[src/shared/fmb_regs.svh]
// Register offsets, field positions, reset values and counts of the MAC byte interface
`ifndef FMB_REGS_SVH
`define FMB_REGS_SVH
// ==========================================================
// Register byte offsets (low address byte only is decoded)
`define FMB_OFS_CTRL   8'h00
`define FMB_OFS_TXD    8'h04
`define FMB_OFS_STAT   8'h08
`define FMB_OFS_RXD    8'h0C
`define FMB_OFS_MT     8'h40
// ==========================================================
// Control fields
`define FMB_CTRL_RXEN  0
`define FMB_CTRL_PCHK  1
`define FMB_CTRL_PODD  2
`define FMB_CTRL_RST   3'h0
// ==========================================================
// Status fields that software clears by writing one
`define FMB_ST_TXAB    2
`define FMB_ST_HSER    4
`define FMB_ST_PERR    5
// ==========================================================
// Match table valid bit, address length, reset filter depth
`define FMB_MT_VALID   16
`define FMB_ADDR_BYTES 3'h6
`define FMB_RST_STAGES 3
`endif

[src/shared/fmb_pkg.sv]
// Types shared by the MAC byte interface
package fmb_pkg;
  // ==========================================================
  // Transmit transfer-type codes
  typedef enum logic [1:0] {
    TT_FILL  = 2'b00,
    TT_START = 2'b01,
    TT_DATA  = 2'b11,
    TT_END   = 2'b10
  } fmb_tx_type_e;
  // ==========================================================
  // Decoded receive transfer kinds
  typedef enum logic [2:0] {
    RK_FILL  = 3'b000,
    RK_START = 3'b001,
    RK_DATA  = 3'b010,
    RK_END   = 3'b011,
    RK_STAT  = 3'b100,
    RK_TOKEN = 3'b101,
    RK_BAD   = 3'b110
  } fmb_rx_kind_e;
endpackage : fmb_pkg

[src/core/fmb_mac_byte_if.sv]
// Byte-wide transmit/receive interface to the media access controller, with address match
`timescale 1ns/1ns
`include "fmb_regs.svh"
module fmb_mac_byte_if #(
  parameter int RX_DEPTH   = 8,   // Receive FIFO words, power of two
  parameter int MT_ENTRIES = 4    // Match table entries
) (
  input  wire logic        hclk,
  input  wire logic        hresetn,
  input  wire logic        hsel,
  input  wire logic [31:0] haddr,
  input  wire logic [1:0]  htrans,
  input  wire logic        hwrite,
  input  wire logic [2:0]  hsize,
  input  wire logic [31:0] hwdata,
  input  wire logic        hready,
  output logic             hreadyout,
  output logic [31:0]      hrdata,
  output logic             hresp,
  output logic [7:0]       tx_byte_bus,
  output logic             tx_parity_bit,
  output logic [1:0]       tx_transfer_type,
  input  wire logic        tx_accept_ready,
  input  wire logic        tx_abort_in,
  input  wire logic [7:0]  rx_byte_bus,
  input  wire logic        rx_parity_bit,
  input  wire logic [4:0]  rx_transfer_type,
  output logic             rx_abort_out,
  input  wire logic        reject_in,
  input  wire logic        byte_clock,
  input  wire logic [7:0]  phy_symbol_pair_bus,
  input  wire logic        addr_load_strobe,
  input  wire logic        short_addr_select,
  output logic             addr_match_n_out,
  output logic             addr_match_n_oe,
  output logic             handshake_error_flag
);
  localparam int AW = $clog2(RX_DEPTH);
  localparam int SW = 27;

  // ==========================================================
  // Reset filter
  logic [`FMB_RST_STAGES-1:0] rst_sh_r;  // Release shifts through all stages
  logic                       rst_n;     // Internal reset, active low

  // Assertion is immediate, release waits several clocks
  always_ff @(posedge hclk or negedge hresetn) begin
    if (!hresetn) begin
      rst_sh_r <= '0;
    end else begin
      rst_sh_r <= {rst_sh_r[`FMB_RST_STAGES-2:0], 1'b1};
    end
  end
  assign rst_n = rst_sh_r[`FMB_RST_STAGES-1];

  // ==========================================================
  // Pin synchronisers
  logic [SW-1:0] sy1_r;   // First stage, read only by the second
  logic [SW-1:0] sy2_r;   // Safe copies
  logic          bclk_d_r;
  logic          byte_rise;
  logic          rdy_s, abort_s, rxp_s, rej_s, ld_s;
  logic [4:0]    rxt_s;
  logic [7:0]    rxb_s, phy_s;

  // Every MAC-side input pin but short_addr_select crosses two flops; the core clock samples all of them
  always_ff @(posedge hclk or negedge rst_n) begin
    if (!rst_n) begin
      sy1_r    <= '0;
      sy2_r    <= '0;
      bclk_d_r <= 1'b0;
    end else begin
      sy1_r    <= {tx_accept_ready, tx_abort_in, rx_parity_bit, rx_transfer_type, rx_byte_bus,
                   reject_in, byte_clock, phy_symbol_pair_bus, addr_load_strobe};
      sy2_r    <= sy1_r;
      bclk_d_r <= sy2_r[9];
    end
  end
  assign {rdy_s, abort_s, rxp_s, rxt_s, rxb_s, rej_s} = sy2_r[SW-1:10];
  assign phy_s     = sy2_r[8:1];
  assign ld_s      = sy2_r[0];
  assign byte_rise = sy2_r[9] & ~bclk_d_r;
  // short_addr_select has no function and is never read

  // ==========================================================
  // Bus slave
  logic        ap;        // Address phase accepted
  logic        wr_pend_r; // Write data phase pending
  logic [7:0]  wr_a_r;
  logic [2:0]  ctrl_r;
  logic [31:0] rd_val;
  logic [31:0] stat;
  logic        wr_ctrl, wr_txd, wr_stat, rd_pop;

  assign ap        = hsel & htrans[1] & hready;
  assign hreadyout = 1'b1;
  assign hresp     = 1'b0;
  assign wr_ctrl   = wr_pend_r && wr_a_r == `FMB_OFS_CTRL;
  assign wr_txd    = wr_pend_r && wr_a_r == `FMB_OFS_TXD;
  assign wr_stat   = wr_pend_r && wr_a_r == `FMB_OFS_STAT;

  // Address phase capture and read data; zero wait states
  always_ff @(posedge hclk or negedge rst_n) begin
    if (!rst_n) begin
      wr_pend_r <= 1'b0;
      wr_a_r    <= 8'h00;
      hrdata    <= 32'h0000_0000;
    end else begin
      wr_pend_r <= ap & hwrite;
      wr_a_r    <= haddr[7:0];
      if (ap && !hwrite) begin
        hrdata <= rd_val;
      end
    end
  end

  // Control register
  always_ff @(posedge hclk or negedge rst_n) begin
    if (!rst_n) begin
      ctrl_r <= `FMB_CTRL_RST;
    end else if (wr_ctrl) begin
      ctrl_r <= hwdata[2:0];
    end
  end

  // ==========================================================
  // Transmit path
  fmb_pkg::fmb_tx_type_e tx_type_r;  // Type presented now
  fmb_pkg::fmb_tx_type_e hold_type_r;
  logic [7:0]            hold_byte_r;
  logic                  hold_v_r;   // One-deep hold from software
  logic                  tx_stall, tx_load, tx_ab_r;

  assign tx_stall = tx_type_r == fmb_pkg::TT_DATA && !rdy_s;
  assign tx_load  = byte_rise && !abort_s && !tx_stall && hold_v_r;

  // Software hold; a full hold drops further writes
  always_ff @(posedge hclk or negedge rst_n) begin
    if (!rst_n) begin
      hold_v_r    <= 1'b0;
      hold_byte_r <= 8'h00;
      hold_type_r <= fmb_pkg::TT_FILL;
    end else if (tx_load || (byte_rise && abort_s)) begin
      hold_v_r <= 1'b0;
    end else if (wr_txd && !hold_v_r && hwdata[9:8] != 2'b00) begin
      hold_v_r    <= 1'b1;
      hold_byte_r <= hwdata[7:0];
      hold_type_r <= fmb_pkg::fmb_tx_type_e'(hwdata[9:8]);
    end
  end

  // One byte per byte-clock edge; filler when no frame runs
  always_ff @(posedge hclk or negedge rst_n) begin
    if (!rst_n) begin
      tx_type_r     <= fmb_pkg::TT_FILL;
      tx_byte_bus   <= 8'h00;
      tx_parity_bit <= 1'b0;
    end else if (byte_rise) begin
      if (abort_s) begin
        tx_type_r <= fmb_pkg::TT_FILL;
      end else if (tx_stall) begin
        tx_type_r <= tx_type_r;
      end else if (hold_v_r) begin
        tx_type_r     <= hold_type_r;
        tx_byte_bus   <= hold_byte_r;
        tx_parity_bit <= ^hold_byte_r ^ ctrl_r[`FMB_CTRL_PODD];
      end else if (tx_type_r == fmb_pkg::TT_END) begin
        tx_type_r <= fmb_pkg::TT_FILL;
      end
    end
  end
  assign tx_transfer_type = tx_type_r;

  // Sticky abort seen; set wins over clear
  always_ff @(posedge hclk or negedge rst_n) begin
    if (!rst_n) begin
      tx_ab_r <= 1'b0;
    end else begin
      tx_ab_r <= (tx_ab_r & ~(wr_stat & hwdata[`FMB_ST_TXAB])) |
                 (byte_rise & abort_s & (tx_type_r != fmb_pkg::TT_FILL));
    end
  end

  // ==========================================================
  // Receive decode and control
  fmb_pkg::fmb_rx_kind_e kind;
  logic        in_frame_r, rx_abort_r, hs_err_r, perr_r, flush_r, own_r;
  logic        is_start, good_data, hs_err, deny, push, full, match_r;
  logic [AW:0] cnt_r;

  // Code table; first matching line wins
  always_comb begin
    casez (rxt_s)
      5'b?0000, 5'b??100: kind = fmb_pkg::RK_FILL;
      5'b00101:           kind = fmb_pkg::RK_START;
      5'b00001:           kind = fmb_pkg::RK_DATA;
      5'b?0?11:           kind = fmb_pkg::RK_END;
      5'b???10:           kind = fmb_pkg::RK_STAT;
      5'b10???:           kind = fmb_pkg::RK_TOKEN;
      default:            kind = fmb_pkg::RK_BAD;
    endcase
  end

  assign full      = cnt_r == (AW + 1)'(RX_DEPTH);
  assign is_start  = kind == fmb_pkg::RK_START && !in_frame_r;
  assign good_data = (kind == fmb_pkg::RK_DATA || kind == fmb_pkg::RK_END) && in_frame_r &&
                     !rx_abort_r;
  assign hs_err    = byte_rise && (kind == fmb_pkg::RK_BAD ||
                     (kind == fmb_pkg::RK_START && in_frame_r) ||
                     ((kind == fmb_pkg::RK_DATA || kind == fmb_pkg::RK_END) &&
                      !in_frame_r && !rx_abort_r));
  assign deny      = !ctrl_r[`FMB_CTRL_RXEN] || full || (rej_s && match_r);
  assign push      = byte_rise && !deny && !hs_err &&
                     (is_start || good_data || kind == fmb_pkg::RK_STAT);

  // Frame tracking; abort holds until the next start code
  always_ff @(posedge hclk or negedge rst_n) begin
    if (!rst_n) begin
      in_frame_r <= 1'b0;
      rx_abort_r <= 1'b0;
    end else if (hs_err) begin
      in_frame_r <= 1'b0;
      rx_abort_r <= 1'b1;
    end else if (byte_rise) begin
      if (is_start) begin
        in_frame_r <= 1'b1;
        rx_abort_r <= deny;
      end else if (in_frame_r && deny) begin
        rx_abort_r <= 1'b1;
      end
      if (kind == fmb_pkg::RK_END || kind == fmb_pkg::RK_TOKEN) begin
        in_frame_r <= 1'b0;
      end
    end
  end
  assign rx_abort_out = rx_abort_r;

  // Sticky error flags and last flush/own-frame bits
  always_ff @(posedge hclk or negedge rst_n) begin
    if (!rst_n) begin
      hs_err_r <= 1'b0;
      perr_r   <= 1'b0;
      flush_r  <= 1'b0;
      own_r    <= 1'b0;
    end else begin
      hs_err_r <= (hs_err_r & ~(wr_stat & hwdata[`FMB_ST_HSER])) | hs_err;
      perr_r   <= (perr_r & ~(wr_stat & hwdata[`FMB_ST_PERR])) |
                  (push & ctrl_r[`FMB_CTRL_PCHK] &
                   (rxp_s != (^rxb_s ^ ctrl_r[`FMB_CTRL_PODD])));
      if (byte_rise && (kind == fmb_pkg::RK_END || kind == fmb_pkg::RK_STAT)) begin
        flush_r <= rxt_s[2];
        own_r   <= kind == fmb_pkg::RK_STAT && rxt_s[3];
      end
    end
  end
  assign handshake_error_flag = hs_err_r;

  // ==========================================================
  // Receive FIFO: {code, parity, byte}
  logic [13:0]   mem_r [RX_DEPTH];
  logic [AW-1:0] wp_r, rp_r;

  assign rd_pop = ap && !hwrite && haddr[7:0] == `FMB_OFS_RXD && cnt_r != '0;

  // Parity is regenerated so memory always holds a correct one
  always_ff @(posedge hclk) begin
    if (push) begin
      mem_r[wp_r] <= {rxt_s, ^rxb_s ^ ctrl_r[`FMB_CTRL_PODD], rxb_s};
    end
  end

  // Pointers and fill level
  always_ff @(posedge hclk or negedge rst_n) begin
    if (!rst_n) begin
      wp_r  <= '0;
      rp_r  <= '0;
      cnt_r <= '0;
    end else begin
      wp_r  <= wp_r + AW'(push);
      rp_r  <= rp_r + AW'(rd_pop);
      cnt_r <= cnt_r + (AW + 1)'(push) - (AW + 1)'(rd_pop);
    end
  end

  // ==========================================================
  // Address match
  logic [2:0]             ms_cnt_r;
  logic [47:0]            ms_sh_r;
  logic                   cmp_r;
  logic [MT_ENTRIES-1:0]  hit;
  logic [31:0]            mt_lo [MT_ENTRIES];
  logic [16:0]            mt_hi [MT_ENTRIES];

  // Table entries and their comparators
  for (genvar g = 0; g < MT_ENTRIES; g++) begin : g_mt
    logic [31:0] lo_r;
    logic [16:0] hi_r;
    always_ff @(posedge hclk or negedge rst_n) begin
      if (!rst_n) begin
        lo_r <= 32'h0000_0000;
        hi_r <= 17'h0_0000;
      end else if (wr_pend_r && wr_a_r == 8'(`FMB_OFS_MT + 8 * g)) begin
        lo_r <= hwdata;
      end else if (wr_pend_r && wr_a_r == 8'(`FMB_OFS_MT + 8 * g + 4)) begin
        hi_r <= hwdata[16:0];
      end
    end
    assign mt_lo[g] = lo_r;
    assign mt_hi[g] = hi_r;
    assign hit[g]   = hi_r[`FMB_MT_VALID] && {hi_r[15:0], lo_r} == ms_sh_r;
  end

  // Strobe arms a six-byte capture; result holds until next strobe
  always_ff @(posedge hclk or negedge rst_n) begin
    if (!rst_n) begin
      ms_cnt_r <= 3'h0;
      ms_sh_r  <= 48'h0000_0000_0000;
      cmp_r    <= 1'b0;
      match_r  <= 1'b0;
    end else begin
      cmp_r <= byte_rise && !ld_s && ms_cnt_r == 3'h1;
      if (byte_rise && ld_s) begin
        ms_cnt_r <= `FMB_ADDR_BYTES;
        match_r  <= 1'b0;
      end else if (byte_rise && ms_cnt_r != 3'h0) begin
        ms_sh_r  <= {ms_sh_r[39:0], phy_s};
        ms_cnt_r <= ms_cnt_r - 3'h1;
      end
      if (cmp_r) begin
        match_r <= |hit;
      end
    end
  end
  // Open drain: only ever pulls low
  assign addr_match_n_out = 1'b0;
  assign addr_match_n_oe  = match_r;

  // ==========================================================
  // Read multiplexer
  assign stat = {22'h0, own_r, flush_r, match_r, cnt_r != '0, perr_r, hs_err_r,
                 rx_abort_r, tx_ab_r, tx_type_r != fmb_pkg::TT_FILL, hold_v_r};

  always_comb begin
    rd_val = 32'h0000_0000;
    case (haddr[7:0])
      `FMB_OFS_CTRL: rd_val = {29'h0, ctrl_r};
      `FMB_OFS_STAT: rd_val = stat;
      `FMB_OFS_RXD:  rd_val = {cnt_r != '0, 17'h0, mem_r[rp_r]};
      default:       rd_val = 32'h0000_0000;
    endcase
    for (int i = 0; i < MT_ENTRIES; i++) begin
      if (haddr[7:0] == 8'(`FMB_OFS_MT + 8 * i)) rd_val = mt_lo[i];
      if (haddr[7:0] == 8'(`FMB_OFS_MT + 8 * i + 4)) rd_val = {15'h0, mt_hi[i]};
    end
  end
endmodule : fmb_mac_byte_if

[config.mk]
export PLATFORM = sky130hd
export DESIGN_NAME = fmb_mac_byte_if
export DESIGN_NICKNAME = d
export VERILOG_FILES = /design/src/shared/fmb_pkg.sv /design/src/core/fmb_mac_byte_if.sv
export VERILOG_INCLUDE_DIRS = /design/src /design/src/shared
export SDC_FILE = /design/constraint.sdc
export NUM_CORES = 1
export LEC_CHECK = 0
export BUFFER_PORTS_ARGS = -buffer_cell sky130_fd_sc_hd__buf_2
export CAP_MARGIN = 20
export CORE_ASPECT_RATIO = 1.25
export CORE_MARGIN = 5
export CORE_UTILIZATION = 40
export DETAILED_ROUTE_END_ITERATION = 8
export HOLD_SLACK_MARGIN = 0.02
export PLACE_DENSITY_LB_ADDON = 0.3
export RECOVER_POWER = 50
export SLEW_MARGIN = 15
export SYNTH_ARGS = -nofsm -noshare
export SYNTH_HDL_FRONTEND = slang
export SYNTH_SLANG_ARGS = --single-unit
[constraint.sdc]
create_clock -name hclk -period 16.6 [get_ports hclk]
set_clock_uncertainty 0.1 [all_clocks]
set_input_delay 0 -clock hclk [delete_from_list [all_inputs] [get_ports hclk]]
set_output_delay 0 -clock hclk [all_outputs]
set_load 0.02 [all_outputs]
==> results_dict.tcl, run 1 <==
set metrics [dict create \
    status "finished, violations left" \
    violations "capacitance limit, slew limit" \
    antenna_found_initial 3 \
    post_cts_resize_count 0 \
    synth_largest_area_cell "dfrtp_1" \
    cts_buffer_depth 3 \
    dp_cells 2454 \
    die_width_microns 222 \
    register_area_sq_um 13100 \
    via_count 15100 \
    cts_made_buffers 52 \
    critPathLaunchType "flip-flop" \
    hold_viol_final 0 \
    drc_errors 0 \
    die_y_microns 276 \
    max_freq_mhz 175 \
    synthesis.area_sq_um 22600 \
    slowest_delay_ns 1.83 \
    async_flop_share_pct 77.7 \
    post-cts-setup-buffers 0 \
    cp.buffers_inverters 2 \
    n_fill_cell 4976 \
    ys_ff_latch 502 \
    portBuffers 118 \
    tightest_slew_ns 2.91 \
    coreArea_sq_um 55900 \
    path_max_fanout 53 \
    setup_slack_ns 10.88 \
    place_area_sq_um 23800 \
    reg2reg_slack_ns 10.88 \
    crit_top_cell "clkbuf_1" \
    path_delay_family "buffers and inverters" \
    crit_chain "clkbuf_1 > clkbuf_1" \
    seq_power_share_pct 47.9 \
    slowest_stage "dfrtp_1" \
    worstSetupPathType "flip-flop to async pin" \
    clock-sinks 502 \
    multi_input_area_sq_um 8880 \
    cts_tree "done" \
    power_switching_uw 971 \
    crit_required_ns 16.72 \
    wl_per_cell_microns 26.3 \
    powerDensity_nw_per_um2 120 \
    hold_path.class "primary input to flip-flop" \
    peakVddDrop_mv 0.0882 \
    p_comb_share_pct 14.9 \
    synthToLayoutAreaGrowth_pct 17.9 \
    p_total_mw 3.20 \
    fin_cells 2659 \
    rsz0062_at_grt "no" \
    wirelength_microns 70000 \
    drtIter0Drc 1611 \
    final_nets 1989 \
    io_pins 151 \
    hold_buffers 104 \
    grt_use_met2_pct 37.2 \
    grt_pass1_vias 15500 \
    worst_hold_slack_ns 0.0909 \
    use_met1_pct 28.0 \
    drive_gt1_share_pct 23.5 \
    finalCritPeriodShare_pct 34.5 \
    first_pass_iters 6 \
    synthTopCellsByArea "dfrtp_1, edfxtp_1, mux2_2" \
    maxCapViolCount 7 \
    p_clk_share_pct 37.2 \
    overflow 0 \
    synth_top_area_share_pct 43.2 \
    grt_start_max_net_pins 181 \
    synth-main-ff-cell "dfrtp_1" \
    avgSynthCellArea_sq_um 13.4 \
    syn_inst 1685 \
    via_per_inst 5.68 \
    grt.total_usage_pct 22.5 \
    seq_area_frac_synth_pct 58.2 \
    switching_share_pct 30.3 \
    maxSlewHeadroom_pct -93.7 \
    post-dp-hpwl_microns 48400 \
    use_met3_pct 4.60 \
    worstSkewPairLatency_ns 0.64 \
    final_util_pct 47.5 \
    root_buffer "clkbuf_16" \
    fin_area_sq_um 26600 \
    final.setup.tns_ns 0 \
    synth.distinct_cells 76 \
    rows 97 \
    yosysWarnings 0 \
    intPower_mw 2.23 \
    busiest_layer "met2" \
    period_minus_slack_ns 5.72 \
    htreeDepth 2 \
    cp.arrival_ns 5.84 \
    dieArea_sq_um 61300 \
    initial_core_util_pct 40.3 \
    endpoint_kind "async pin" \
    setup_viol 0 \
    path_clk_slew_ns 0.06 \
    drv_slew 237 \
    grt_pass1_wl_microns 104000 \
    gp_congestion 1.01 \
    antenna_left 0 \
    post-place-ws_ns 13.10 \
    synth_edf_count 112 \
    leakagePower_nw 10.8 \
]
area by class of cell:
class,count,area share [%]
multi-input combinational,1040,33.4
clock inverter,29,1.14
tap,742,3.49
clock buffer,67,5.44
inverter,25,0.353
antenna,2,0.0188
timing repair buffer,252,6.81
sequential,502,49.3
layout by cell type, fill, tap and decap left out, types with 7 or more instances in the layout:
cell type      Yosys  final
o31ai_1            9      9
a31oi_1           21     21
edfxtp_1         112    112
inv_1             24     24
nor2_4             5      8
buf_4              6     19
clkbuf_16          0     52
o21ai_1           19     19
mux4_1            11     11
mux2_2           224    224
xnor2_1          113    113
a21oi_1           49     49
dfrtp_1          390    390
buf_2             30     63
o21ai_0           40     40
nor3_1            13     10
xor2_1            87     87
and3_1             7      7
nand4_1           31     31
a211oi_1          13     13
o22ai_1           25     25
nand2_1           56     56
clkbuf_1          65     69
clkbuf_8           0      9
mux2i_1            9      9
ha_1              13     13
clkinv_2           0     12
dlygate4sd3_1      0    104
nand3_1           12     12
nor4_1            25     25
mux2_1            37     37
a221oi_1           9      9
a22oi_1           44     44
clkinvlp_4         0      7
nor2_1            61     58
mux4_2            17     17
tightest hold or removal path: cells and delay by family:
kind                   cells  cell delay [ns]
buffers and inverters      2             0.65
muxes                      1             0.14
power by group through the flow:
| stage | clock (mW) | combinational (mW) | sequential [mW] |
|---|---|---|---|
| floorplan | 0 | 0.353 | 1.44 |
| global placement | 0 | 0.451 | 1.55 |
| detailed placement | 0 | 0.452 | 1.55 |
| CTS | 1.22 | 0.476 | 1.53 |
| global route | 1.27 | 0.507 | 1.54 |
| finish | 1.19 | 0.476 | 1.53 |
worst paths after layout:
path,endpoint,start,cells past startpoint
worst max-delay path,flush_r$_DFFE_PN0P_,rst_sh_r[2]$_DFF_PN0_,2
worst min-delay path,g_mt[0].lo_r[23]$_DFFE_PN0P_,hwdata[23],3
worst max register to register,flush_r$_DFFE_PN0P_,rst_sh_r[2]$_DFF_PN0_,2
worst min register to register,sy2_r[11]$_DFF_PN0_,sy1_r[11]$_DFF_PN0_,0
max in group hclk,mem_r[3][12]$_DFFE_PP_,sy2_r[21]$_DFF_PN0_,7
min in group asynchronous,rst_sh_r[2]$_DFF_PN0_,hresetn,3
cells by family after synthesis:
group           count (synthesis)  synth area share, %
compound gates                266                 7.77
xor+xnor                      200                 7.76
fa+ha+maj                      14                0.810
buf+inv                       145                 2.82
flops                         502                 58.2
mux                           301                 16.6
other cells                     2               0.0333
simple gates                  255                 6.05
cells in the mapped netlist, types with 15 or more instances:
cell / number
dfrtp_1: 390
mux2_2: 224
xnor2_1: 113
edfxtp_1: 112
xor2_1: 87
clkbuf_1: 65
nor2_1: 61
nand2_1: 56
a21oi_1: 49
a22oi_1: 44
o21ai_0: 40
mux2_1: 37
nand4_1: 31
buf_2: 30
nor4_1: 25
o22ai_1: 25
inv_1: 24
a31oi_1: 21
o21ai_1: 19
mux4_2: 17
buf_1: 15
routing by layer:
metal | part of all wire (%) | up-vias
li1 | - | 6554
met2 | 48 | 650
met4 | 6.5 | 2
met5 | 0.013 | -
met1 | 38 | 7704
met3 | 7.1 | 184
state kept, by name, indices dropped and copies added, names as in the netlist, 2 cells and up:
name,count
mem_r,112
sy2_r,27
sy1_r,27
wr_a_r,8
g_mt.hi_r,68
hold_type_r,2
g_mt.lo_r,128
wp_r,3
hold_byte_r,8
tx_byte_bus,8
tx_transfer_type,2
ms_sh_r,48
rp_r,3
cnt_r,4
rst_sh_r,3
ms_cnt_r,3
hrdata,32
ctrl_r,3
(Power assumes the default switching activity.)
==> run 2: changes to the inputs <==
Clock period 16.6 ns to 5.35 ns, I/O delays scaled along.
==> run 2 against run 1 <==
The flow still finishes with violations (capacitance limit, slew limit). Non-clock buffer count fell by 6. Final area down 0.42%. Critical path depth fell by 1. Maximum frequency grew 62%. Clock-buffer cell count up 5. Combinational power increased to 3.1 times the previous value. Worst setup slack got worse by 9.1 ns. Routed wire length increased by 0.55%. Critical path type unchanged. Largest cell class unchanged.
==> results_dict.tcl, run 2 (synthesized netlist as in run 1, its figures left out) <==
set metrics [dict create \
    status "finished, violations left" \
    violations "capacitance limit, slew limit" \
    post-place-ws_ns 1.96 \
    portBuffers 118 \
    hold_viol_final 0 \
    rows 97 \
    cts_buffer_depth 3 \
    slowest_stage "clkbuf_4" \
    wl_per_cell_microns 26.6 \
    final.setup.tns_ns 0 \
    final_util_pct 47.3 \
    cp.arrival_ns 3.64 \
    hold_path.class "primary input to flip-flop" \
    max_freq_mhz 283 \
    clock-sinks 502 \
    maxSlewHeadroom_pct -60.2 \
    fin_cells 2647 \
    synthToLayoutAreaGrowth_pct 17.4 \
    grt_pass1_vias 15300 \
    crit_chain "clkbuf_4" \
    hold_depth 3 \
    htreeDepth 2 \
    multi_input_area_sq_um 8880 \
    maxCapViolCount 1 \
    grt.total_usage_pct 22.8 \
    path_delay_family "buffers and inverters" \
    final_nets 1982 \
    io_pins 151 \
    post-cts-setup-buffers 0 \
    path_clk_slew_ns 0.06 \
    cts_made_buffers 51 \
    period_minus_slack_ns 3.53 \
    initial_core_util_pct 40.3 \
    slowest_delay_ns 1.74 \
    die_y_microns 276 \
    register_area_sq_um 13100 \
    cp.buffers_inverters 1 \
    crit_required_ns 5.45 \
    top_regs "g_mt.lo_r: 128 flops, mem_r: 112 flops, g_mt.hi_r: 68 flops" \
    via_per_inst 5.66 \
    post-dp-hpwl_microns 49500 \
    leakagePower_nw 10.7 \
    path_max_fanout 168 \
    die_width_microns 222 \
    grt_pass1_wl_microns 105000 \
    rsz0062_at_grt "no" \
    grt_start_max_net_pins 169 \
    cts_tree "done" \
    critPathLaunchType "flip-flop" \
    first_pass_iters 5 \
    top_register "g_mt.lo_r" \
    cp.depth 1 \
    antenna_left 0 \
    layout_commonest_cell "dfrtp_1" \
    fin_area_sq_um 26500 \
    n_fill_cell 4987 \
    place_area_sq_um 23800 \
    drc_errors 0 \
    root_buffer "clkbuf_16" \
    setup_viol 0 \
    reg2reg_slack_ns 1.82 \
    final_cell_mix "dfrtp_1, mux2_2, xnor2_1, edfxtp_1, dlygate4sd3_1" \
    endpoint_kind "async pin" \
    via_count 15000 \
    hold_buffers 101 \
    dp_cells 2453 \
    gp_congestion 0.935 \
    overflow 0 \
    powerDensity_nw_per_um2 373 \
    drv_slew 169 \
    antenna_found_initial 1 \
    post_cts_resize_count 0 \
    worst_r2r_path_depth 1 \
    dieArea_sq_um 61300 \
    setup_slack_ns 1.82 \
    peakVddDrop_mv 0.332 \
    coreArea_sq_um 55900 \
    drive_gt1_share_pct 23.5 \
    largest_register_ffs 128 \
    diodes 0 \
    tightest_slew_ns 2.40 \
    wirelength_microns 70400 \
    drtIter0Drc 1419 \
    finalCritPeriodShare_pct 66.0 \
    worstSetupPathType "flip-flop to async pin" \
    worstSkewPairLatency_ns 0.61 \
]
## run 2: layer usage
| layer | vias up | global-route usage (%) | share of wire (%) |
|---|---|---|---|
| met5 | - | 0 | 0.018 |
| met4 | 2 | 10.0 | 5.3 |
| met3 | 162 | 4.14 | 6.0 |
| met2 | 574 | 39.1 | 49 |
| met1 | 7734 | 28.4 | 39 |
| li1 | 6518 | - | - |
## run 2: path summary, 6_finish.rpt
check                                            from                            to
max in group hclk                            haddr[2]         hrdata[2]$_DFFE_PN0P_
worst min register to register    sy1_r[13]$_DFF_PN0_           sy2_r[13]$_DFF_PN0_
min in group asynchronous                     hresetn         rst_sh_r[1]$_DFF_PN0_
worst max register to register  rst_sh_r[2]$_DFF_PN0_  g_mt[1].lo_r[28]$_DFFE_PN0P_
worst min-delay path                       hwdata[20]  g_mt[3].lo_r[20]$_DFFE_PN0P_
worst max-delay path            rst_sh_r[2]$_DFF_PN0_  g_mt[1].lo_r[28]$_DFFE_PN0P_
## run 2: layout make-up
type	count	share of cell area [%]
clock inverters	20	0.879
multi-input cells	1040	33.5
inverters	25	0.354
well taps	742	3.51
repair buffers	246	6.61
flip-flops and latches	502	49.6
clock buffers	72	5.57
## run 2: where the power goes
| part | total [mW] | internal, mW | switching (mW) |
|---|---|---|---|
| Combinational | 1.49 | 0.641 | 0.845 |
| Clock | 3.63 | 2.08 | 1.55 |
| Sequential | 4.76 | 4.18 | 0.576 |
| Total | 9.87 | 6.90 | 2.97 |
## run 2: per-stage QoR
step	total power, mW	hold WS [ns]
after floorplan	5.55	-0.396
after global placement	6.24	-0.303
after detailed placement	6.25	-0.301
after CTS	9.95	0.0223
after global routing	10.2	0.113
final	9.87	0.105
==> run 3: changes to the inputs <==
Clock period 5.35 ns to 2.95 ns, I/O delays scaled along.
==> run 3 against run 2 <==
The run still ends with capacitance limit, slew limit left. Hold slack is essentially flat. Critical endpoint is now hrdata[4]$_DFFE_PN0P_. Register-to-register slack got worse by 1.6 ns. Routed wire length up 4.2%. Flip-flop and latch count is the same. Clock-buffer cell count fell by 1. Maximum frequency increased by 30%.
==> results_dict.tcl, run 3 (synthesized netlist as in run 1, its figures left out) <==
set metrics [dict create \
    status "finished, violations left" \
    violations "capacitance limit, slew limit" \
    grt_pass1_wl_microns 109000 \
    portBuffers 118 \
    antenna_left 0 \
    dp_cells 2510 \
    maxUsedRoutingLayer "met4" \
    final_nets 2038 \
    io_pins 151 \
    path_clk_slew_ns 0.06 \
    gp_congestion 1.01 \
    die_y_microns 276 \
    period_minus_slack_ns 2.73 \
    crit_required_ns 3.32 \
    holdPathEnd "g_mt[3].lo_r[20]$_DFFE_PN0P_" \
    tightest_slew_ns 1.78 \
    die_width_microns 222 \
    worstSetupPathType "flip-flop to flip-flop" \
    dieArea_sq_um 61300 \
    drc_errors 0 \
    layout_commonest_cell "dfrtp_1" \
    setup_slack_ns 0.222 \
    coreArea_sq_um 55900 \
    drv_slew 34 \
    wl_per_cell_microns 27.1 \
    worst_r2r_path_depth 8 \
    wirelength_microns 73400 \
    post-place-ws_ns 0.256 \
    route.met3.wl_microns 4140 \
    met2_length_microns 36200 \
    endpoint_kind "flip-flop" \
    cts_buffer_depth 3 \
    grt.total_usage_pct 23.8 \
    r2r-start "rp_r[1]$_DFF_PN0_" \
    root_buffer "clkbuf_16" \
    post-dp-hpwl_microns 53100 \
    final_cell_mix "dfrtp_1, mux2_2, xnor2_1, edfxtp_1, dlygate4sd3_1" \
    htreeDepth 2 \
    worstSkewPairLatency_ns 0.61 \
    synthToLayoutAreaGrowth_pct 20.3 \
    maxCapViolCount 1 \
    cp.arrival_ns 3.10 \
    hold_viol_final 0 \
    critPathLaunchType "flip-flop" \
    finalCritPeriodShare_pct 92.5 \
    rsz0062_at_grt "no" \
    powerDensity_nw_per_um2 689 \
    post-cts-setup-buffers 0 \
    first_pass_iters 5 \
    rows 97 \
    leakagePower_nw 11.1 \
    reg2reg_slack_ns 0.22 \
    hold_depth 3 \
    fin_cells 2709 \
    via_count 15400 \
    wl_met1_microns 28400 \
    cts_tree "done" \
    grt_pass1_vias 15800 \
    cts_made_buffers 52 \
    drtIter0Drc 1442 \
    n_fill_cell 4951 \
    hold_path_startpoint "hwdata[20]" \
    worst_hold_slack_ns 0.104 \
    setup_viol 0 \
    largest_register_ffs 128 \
    hold_path.class "primary input to flip-flop" \
    initial_core_util_pct 40.3 \
    overflow 0 \
    top_regs "g_mt.lo_r: 128 flops, mem_r: 112 flops, g_mt.hi_r: 68 flops" \
    antenna_found_initial 1 \
    grt_start_max_net_pins 81 \
    max_freq_mhz 367 \
    top_register "g_mt.lo_r" \
    via_per_inst 5.68 \
    maxSlewHeadroom_pct -18.6 \
    drive_gt1_share_pct 25.7 \
    peakVddDrop_mv 0.485 \
    timing.rr.end "hrdata[4]$_DFFE_PN0P_" \
    path_max_fanout 29 \
    clock-sinks 502 \
    post_cts_resize_count 0 \
]
run 3: area by class of cell:
type / count / area (sq um) / area share [%]
Antenna cell: 1 / 2.50 / 0.00921
Clock buffer: 71 / 1490 / 5.50
Tap cell: 742 / 928 / 3.42
Clock inverter: 27 / 407 / 1.50
Timing Repair Buffer: 301 / 2230 / 8.22
Inverter: 25 / 93.8 / 0.346
Multi-Input combinational cell: 1040 / 8880 / 32.7
Sequential cell: 502 / 13100 / 48.3
run 3: timing repair:
action	4_1_cts	5_1_grt
hold buffers	100	0
endpoints found under the setup margin	0	0
endpoints found under the hold margin	280	0
run 3: report_power, final:
group	leakage (nW)	switching [mW]	total, mW	internal [mW]
Sequential	5.92	0.928	8.51	7.59
Clock	0.926	2.88	7.23	4.35
Combinational	4.29	1.71	2.97	1.26
run 3: worst max-delay path, cell delays in order, from the launching register on:
cell and delay [ns]:
dfrtp_1 0.37, buf_12 0.24, mux4_1 0.63, mux2_2 0.33, a221oi_1 0.34, buf_4 0.18, a21oi_1 0.04, a211oi_1 0.26
o31ai_1 0.10
run 3: how the worst max path moves through the flow:
stage,from,to
6_report,rp_r[1]$_DFF_PN0_,hrdata[4]$_DFFE_PN0P_
5_1_grt,rp_r[1]$_DFF_PN0_,hrdata[4]$_DFFE_PN0P_
4_1_cts,rp_r[1]$_DFF_PN0_,hrdata[4]$_DFFE_PN0P_
3_5_place_dp,rp_r[1]$_DFF_PN0_,hrdata[4]$_DFFE_PN0P_
3_3_place_gp,rp_r[1]$_DFF_PN0_,hrdata[9]$_DFFE_PN0P_
2_1_floorplan,rst_sh_r[2]$_DFF_PN0_,addr_match_n_oe$_DFFE_PN0P_
run 3: routing by layer:
metal	up-vias	global-route usage, %
met5	-	0
met4	0	12.4
met3	196	3.78
met2	609	40.7
met1	7936	29.2
li1	6640	-
run 3: per-stage QoR:
step / power (mW) / utilization (%) / instance area (sq um) / TNS, ns
2_1_floorplan: 10.1 / - / 22600 / -377.77
3_3_place_gp: 11.4 / 43.5 / 24400 / 0
3_5_place_dp: 11.5 / 43.5 / 24400 / 0
4_1_cts: 18.8 / 48.7 / 27300 / 0
5_1_grt: 19.3 / 48.5 / 27200 / 0
6_report: 18.7 / 48.5 / 27200 / 0
